### config.mk
export PLATFORM = sky130hd
export DESIGN_NAME = ast_tx
export DESIGN_NICKNAME = d
export VERILOG_FILES = /design/src/inc/ast_pkg.sv /design/src/rtl/ast_tx.sv
export SDC_FILE = /design/constraint.sdc
export NUM_CORES = 1
export LEC_CHECK = 0
export ABC_AREA = 1
export BUFFER_PORTS_ARGS = -buffer_cell sky130_fd_sc_hd__buf_2
export CORE_MARGIN = 4
export CORE_UTILIZATION = 35
export CTS_CLUSTER_SIZE = 40
export DETAILED_ROUTE_END_ITERATION = 12
export PLACE_DENSITY = 0.61
export RECOVER_POWER = 50
export REMOVE_ABC_BUFFERS = 1
export SLEW_MARGIN = 40
export SYNTH_ARGS = -nofsm -noshare
export SYNTH_HDL_FRONTEND = slang
export SYNTH_SLANG_ARGS = --single-unit
### constraint.sdc
create_clock -name clk_in -period 5.4 [get_ports clk_in]
set_input_delay 0.27 -clock clk_in [delete_from_list [all_inputs] [get_ports clk_in]]
set_output_delay 0.27 -clock clk_in [all_outputs]
set_load 0.1 [all_outputs]
### src/inc/ast_pkg.sv
// Package for the asynchronous serial transmitter: map, fields, states
package ast_pkg;

    // Register offsets on the plain register port (word index)
    localparam logic [3:0] AST_ADDR_CTRL = 4'h0;
    localparam logic [3:0] AST_ADDR_DATA = 4'h1;
    localparam logic [3:0] AST_ADDR_STATUS = 4'h2;
    localparam logic [3:0] AST_ADDR_BAUD = 4'h3;

    // Register data width
    localparam int AST_DW = 16;

    // Control field positions
    localparam int AST_CTRL_TX_EN_POS = 0;
    localparam int AST_CTRL_SYNC_POS = 1;
    localparam int AST_CTRL_PORT_EN_POS = 2;
    localparam int AST_CTRL_POL_POS = 3;
    localparam int AST_CTRL_NINE_POS = 4;
    localparam int AST_CTRL_IRQ_EN_POS = 5;
    localparam int AST_CTRL_BIT9_POS = 6;
    localparam int AST_CTRL_BRG16_POS = 7;

    // Status field positions
    localparam int AST_STAT_FLAG_POS = 0;
    localparam int AST_STAT_HOLD_POS = 1;
    localparam int AST_STAT_BUSY_POS = 2;

    // Reset values
    localparam logic [15:0] AST_CTRL_RST = 16'h0000;
    localparam logic [15:0] AST_BAUD_RST = 16'h0000;

    // Index of the last data bit per frame
    localparam logic [3:0] AST_BITS8_LAST = 4'h7;
    localparam logic [3:0] AST_BITS9_LAST = 4'h8;

    // Control register layout, most significant field first
    typedef struct packed {
        logic [7:0] rsvd;     // Stored and read back as written
        logic brg16;          // 1: full 16-bit divisor, 0: low 8 bits
        logic bit9;           // Ninth data bit captured with a character
        logic irq_en;         // tx_irq_enable
        logic nine;           // 1: nine data bits per frame
        logic pol;            // tx_polarity_bit
        logic port_en;        // port_enable_bit
        logic sync;           // Synchronous select
        logic tx_en;          // tx_enable_bit
    } ast_ctrl_t;

    // Transmitter states
    typedef enum logic [1:0] {
        AST_IDLE,
        AST_START,
        AST_DATA,
        AST_STOP
    } ast_state_t;

endpackage : ast_pkg

### src/rtl/ast_tx.sv
// Asynchronous serial transmitter with holding and shift registers
`timescale 1ns/1ps
`default_nettype none

module ast_tx
    import ast_pkg::*;
(
    input wire logic clk_in,                    // System clock, 125 MHz
    input wire logic rstn_in,                   // Async reset, active low
    input wire logic [3:0] addr_in,             // Register index
    input wire logic [AST_DW-1:0] wdata_in,     // Write data
    input wire logic wr_in,                     // Write strobe
    input wire logic rd_in,                     // Read strobe
    output logic [AST_DW-1:0] rdata_out,        // Read data, next cycle
    output logic tx_clock_pin_out,              // Serial line level
    output logic tx_clock_pin_oe_out,           // Pin driven while high
    output logic irq_out                        // Buffer-empty request
);

    // Divisor in use: 8-bit or 16-bit generator
    function automatic logic [15:0] brg_div(input ast_ctrl_t c,
                                            input logic [15:0] b);
        brg_div = c.brg16 ? b : {8'h00, b[7:0]};
    endfunction : brg_div

    // Software-visible state
    ast_ctrl_t ctrl;                 // Control register
    ast_ctrl_t next_ctrl;
    logic [15:0] baud;               // Bit period minus one, in cycles
    logic [15:0] next_baud;
    logic [AST_DW-1:0] next_rdata;
    logic flag;                      // tx_buffer_empty_flag
    logic next_flag;

    // Transmitter state
    ast_state_t state;
    ast_state_t next_state;
    logic [8:0] hold;                // tx_holding_reg with ninth bit
    logic [8:0] next_hold;
    logic hold_full;                 // A character waits in hold
    logic next_hold_full;
    logic [8:0] shift;               // tx_shift_reg, no software path
    logic [8:0] next_shift;
    logic [3:0] bits;                // Data bit index
    logic [3:0] next_bits;
    logic [15:0] cnt;                // Baud down-counter
    logic [15:0] next_cnt;
    logic line;                      // Registered pin level
    logic next_line;

    // Decoded controls
    logic async_on;                  // Async transmitter active
    logic tick;                      // End of a bit period
    logic wr_data;                   // Character write accepted
    logic [3:0] last_bit;            // Index of final data bit
    logic logical;                   // Unpolarised next line value

    assign async_on = ctrl.tx_en & ~ctrl.sync & ctrl.port_en;
    assign tick = (cnt == 16'h0000);
    assign wr_data = wr_in & (addr_in == AST_ADDR_DATA) & async_on;
    assign last_bit = ctrl.nine ? AST_BITS9_LAST : AST_BITS8_LAST;

    // Pin drive and interrupt request
    assign tx_clock_pin_oe_out = ctrl.port_en;
    assign tx_clock_pin_out = line;
    assign irq_out = flag & ctrl.irq_en;

    // Register file next values and read mux
    always_comb begin
        next_ctrl = ctrl;
        next_baud = baud;
        next_rdata = '0;
        // Flag follows the holding state of the previous cycle
        next_flag = async_on & ~hold_full;
        if (wr_in) begin
            unique case (addr_in)
                AST_ADDR_CTRL: next_ctrl = ast_ctrl_t'(wdata_in);
                AST_ADDR_BAUD: next_baud = wdata_in;
                default: begin
                    // Status writes are dropped: flag is read-only
                end
            endcase
        end
        if (rd_in) begin
            unique case (addr_in)
                AST_ADDR_CTRL: next_rdata = ctrl;
                AST_ADDR_DATA: next_rdata = {7'h00, hold};
                AST_ADDR_STATUS: begin
                    next_rdata[AST_STAT_FLAG_POS] = flag;
                    next_rdata[AST_STAT_HOLD_POS] = hold_full;
                    next_rdata[AST_STAT_BUSY_POS] = (state != AST_IDLE);
                end
                AST_ADDR_BAUD: next_rdata = baud;
                default: next_rdata = '0;        // Unmapped reads zero
            endcase
        end
    end

    // Register file flops
    always_ff @(posedge clk_in or negedge rstn_in) begin
        if (!rstn_in) begin
            ctrl <= ast_ctrl_t'(AST_CTRL_RST);
            baud <= AST_BAUD_RST;
            rdata_out <= '0;
            flag <= 1'b0;
        end else begin
            ctrl <= next_ctrl;
            baud <= next_baud;
            rdata_out <= next_rdata;
            flag <= next_flag;
        end
    end

    // Transmitter next-state logic
    always_comb begin
        next_state = state;
        next_hold = hold;
        next_hold_full = hold_full;
        next_shift = shift;
        next_bits = bits;
        next_cnt = cnt;
        logical = 1'b1;
        if (!async_on) begin
            // Disabled: everything empty, line at idle
            next_state = AST_IDLE;
            next_hold_full = 1'b0;
        end else begin
            if (state != AST_IDLE) begin
                next_cnt = tick ? brg_div(ctrl, baud) : cnt - 16'h0001;
            end
            unique case (state)
                AST_IDLE: begin
                    if (hold_full) begin
                        // Shifter empty: load at once
                        next_shift = hold;
                        next_hold_full = 1'b0;
                        next_state = AST_START;
                        next_cnt = brg_div(ctrl, baud);
                    end
                end
                AST_START: begin
                    if (tick) begin
                        next_state = AST_DATA;
                        next_bits = 4'h0;
                    end
                end
                AST_DATA: begin
                    if (tick) begin
                        // Least significant bit first
                        next_shift = {1'b0, shift[8:1]};
                        next_bits = bits + 4'h1;
                        if (bits == last_bit) begin
                            next_state = AST_STOP;
                        end
                    end
                end
                AST_STOP: begin
                    if (tick) begin
                        if (hold_full) begin
                            // Waiting character loads right after stop
                            next_shift = hold;
                            next_hold_full = 1'b0;
                            next_state = AST_START;
                        end else begin
                            next_state = AST_IDLE;
                        end
                    end
                end
            endcase
            // New character lands in hold; it waits if shifter busy
            if (wr_data) begin
                next_hold = {ctrl.bit9, wdata_in[7:0]};
                next_hold_full = 1'b1;
            end
        end
        // Line level from the next frame position
        unique case (next_state)
            AST_START: logical = 1'b0;
            AST_DATA: logical = next_shift[0];
            default: logical = 1'b1;
        endcase
        // Inversion only in async operation
        next_line = logical ^ (ctrl.pol & ~ctrl.sync);
    end

    // Transmitter flops
    always_ff @(posedge clk_in or negedge rstn_in) begin
        if (!rstn_in) begin
            state <= AST_IDLE;
            hold <= '0;
            hold_full <= 1'b0;
            shift <= '0;
            bits <= '0;
            cnt <= '0;
            line <= 1'b1;
        end else begin
            state <= next_state;
            hold <= next_hold;
            hold_full <= next_hold_full;
            shift <= next_shift;
            bits <= next_bits;
            cnt <= next_cnt;
            line <= next_line;
        end
    end
endmodule : ast_tx

`default_nettype wire

==> flow_metrics.env <==
export IMPL_setup_tns_ns=0
export IMPL_tightest_slew_ns=2.393
export IMPL_syn_inst=588
export IMPL_reg2reg_slack_ns=2.43
export IMPL_cts_htree_levels=3
export IMPL_cts_setup_buffers=0
export IMPL_cts_sinks=91
export IMPL_ios=43
export IMPL_grt_start_max_net_pins=47
export IMPL_syn_avg_cell_area_um2=8.007
export IMPL_peakVddDrop_mv=0.1540
export IMPL_grt_pass1_wl_um=21070
export IMPL_antenna_left=0
export IMPL_clkSlewWorstSetupHoldPaths_ns=0.06
export IMPL_post_route_drc_count=0
export IMPL_ys_types=32
export IMPL_viasPerCell=5.230
export IMPL_rsz0062_at_grt="no"
export IMPL_cts_tree="yes"
export IMPL_post_route_period_util=0.6285
export IMPL_fp_dieH_um=124.0
export IMPL_drt_pass1_iter_count=5
export IMPL_crit_path_cell_trace="dlygate4sd3_1 > clkbuf_1 > clkbuf_2"
export IMPL_period_minus_slack_ns=3.394
export IMPL_p_comb_frac=0.182
export IMPL_p_leak_nw=2.458
export IMPL_clock_skew_ns=0.005946
export IMPL_p_int_mw=1.172
export IMPL_root_buffer="clkbuf_16"
export IMPL_gp_congestion=0.8544
export IMPL_r2r_start="tx_clock_pin_oe_out$_DFFE_PN0P_"
export IMPL_drt_wl_total_um=12590
export IMPL_status="finished with violations"
export IMPL_grtUsageTotal=0.1746
export IMPL_crit_start="rstn_in"
export IMPL_seqPwrFrac=0.483
export IMPL_worstPathMaxFanout=46
export IMPL_die_x_um=124.0
export IMPL_cpMaxStageDelayCell="clkbuf_1"
export IMPL_finalNetCount=655
export IMPL_holdCritStartpoint="wdata_in[9]"
export IMPL_num_antenna_cells=0
export IMPL_postCtsHoldBufs=1
export IMPL_cts_made_buffers=9
export IMPL_dieArea_um2=15370
export IMPL_min_path_cells=3
export IMPL_power_density_nw_per_um2=329.4
export IMPL_drive_gt1_frac=0.09076
export IMPL_startpoint_type="input port"
export IMPL_yosys_area_top_type_share=0.4783
export IMPL_hpwl_um=8878
export IMPL_yosysSeqAreaShare=0.4839
export IMPL_synth_warning_count=0
export IMPL_cts_buffer_depth=2
export IMPL_netlist_area_um2=4708
export IMPL_slew_headroom=-0.5953
export IMPL_p_sw_mw=0.5767
export IMPL_portBuffers=42
export IMPL_final_max_slew_viol_count=64
export IMPL_hold_viol=0
export IMPL_end_kind="async pin"
export IMPL_finalPower_mw=1.749
export IMPL_synthTopCellsByArea="dfrtp_1, nand2_1, o21ai_0"
export IMPL_first_iter_violations=328
export IMPL_layout_commonest_cell="nand2_1"
export IMPL_ff2ff_path_depth=10
export IMPL_post_route_util=0.4025
export IMPL_syn_to_final_growth_pct=12.76
export IMPL_final_cell_mix="nand2_1, dfrtp_1, o21ai_0"
export IMPL_clockPowerShare=0.335
export IMPL_critPathKind="input port to async pin"
export IMPL_core_area_um2=13190
export IMPL_fmax_mhz=294.7
export IMPL_worstPathRequired_ns=5.67
export IMPL_grt_pass1_vias=4199
export IMPL_hp_class="input port to register"
export IMPL_yosys_area_top_type="dfrtp_1"
export IMPL_swShare=0.3298
export IMPL_row_count=42
export IMPL_grt_antenna_before_repair=0
export IMPL_start_util=0.3570
export IMPL_insertion_delay_ns=0.34
export IMPL_max_stage_delay_ns=1.69
export IMPL_vias=4205
export IMPL_grt_ovfl_total=0
export IMPL_violations="capacitance limit, slew limit"
export IMPL_wl_per_cell_um=15.66
export IMPL_timing_max_cap_violations=2
export IMPL_ys_ff_latch=91
export IMPL_cts_resized_gates=0
export IMPL_arrival_ns=3.66
export IMPL_report_final_setup_viol=0
-- metal layers --
metal  vias up  track usage  routed length, um
met1      2044       0.2380               5811
met2       126       0.2805               5886
met3        19      0.02997                620
met4         0      0.06297                272
met5         -            0                  0
li1       2016            -                  -
-- power by group through the flow --
stage / combinational, mW / sequential, mW / clock [mW]
after global routing: 0.359 / 0.854 / 0.627
after floorplan: 0.196 / 0.867 / 0
after CTS: 0.322 / 0.843 / 0.602
final: 0.318 / 0.845 / 0.586
after global placement: 0.311 / 0.852 / 0
after detailed placement: 0.320 / 0.854 / 0
-- worst max-delay path, delay by kind of cell --
kind	cells	cell delay, ns
buf+inv	3	3.36
-- flip-flops by register name, indices dropped and copies added (netlist names) --
signal / count
ctrl: 15
state: 2
shift: 9
rdata_out: 16
hold: 9
baud: 16
bits: 4
cnt: 16
tx_clock_pin_oe_out: 1
flag: 1
hold_full: 1
tx_clock_pin_out: 1
-- per-stage QoR --
stage / worst slack, ns / hold slack (ns) / instances / cell area (um^2)
global route: 1.399 / 0.2046 / 804 / 5309
floorplan: 2.962 / -0.02559 / 570 / 4626
CTS: 2.783 / 0.1828 / 804 / 5353
global placement: 2.722 / 0.3081 / 789 / 5066
finish: 2.006 / 0.1903 / 804 / 5309
detailed placement: 2.799 / 0.3136 / 789 / 5075
-- synthesized netlist by cell type --
library cell	count
dfstp_2	1
o22ai_1	9
nor2_1	43
o221ai_1	1
xor2_1	9
inv_2	2
nand2_2	5
a211oi_1	3
a221oi_1	11
inv_1	74
nand4_1	2
nand3_2	1
ha_1	6
nor3_4	3
xnor2_1	3
nor2_2	4
nand3_1	26
dfrtp_1	90
clkbuf_1	16
clkinv_1	2
nand2_1	144
o211ai_1	9
nor3_2	2
nor3_1	3
a31oi_1	4
buf_6	2
nor2_4	1
a21oi_1	19
o21ai_0	80
a22oi_1	10
nand2_4	1
o21ai_1	2
-- area by class of cell --
| cell class | count | area [um^2] |
|---|---|---|
| sequential | 91 | 2278 |
| timing repair buffer | 44 | 200.2 |
| inverter | 78 | 292.8 |
| multi-input combinational | 401 | 2049 |
| tap | 176 | 220.2 |
| clock inverter | 4 | 28.78 |
| clock buffer | 10 | 239.0 |
| fill | 1332 | 7881 |
-- worst paths after layout --
check / end
max in group clk_in: ctrl[5]$_DFFE_PN0P_
min in group asynchronous: hold[3]$_DFFE_PN0P_
min reg2reg: ctrl[9]$_DFFE_PN0P_
max: cnt[11]$_DFFE_PN0P_
max reg2reg: tx_clock_pin_out$_DFF_PN1_
min: ctrl[9]$_DFFE_PN0P_
-- cell families (layout without fill, tap and decap cells) --
kind of cell | count (synthesis) | after routing | share of synthesized area
AO/OA/AOI/OAI | 148 | 148 | 0.1820
XOR/XNOR | 12 | 12 | 0.02232
adder cells (fa/ha/maj) | 6 | 6 | 0.01594
buffers and inverters | 96 | 136 | 0.07973
flip-flops | 91 | 91 | 0.4839
AND/OR/NAND/NOR | 235 | 235 | 0.2160
Note: power is estimated with default switching activity, not from simulation.
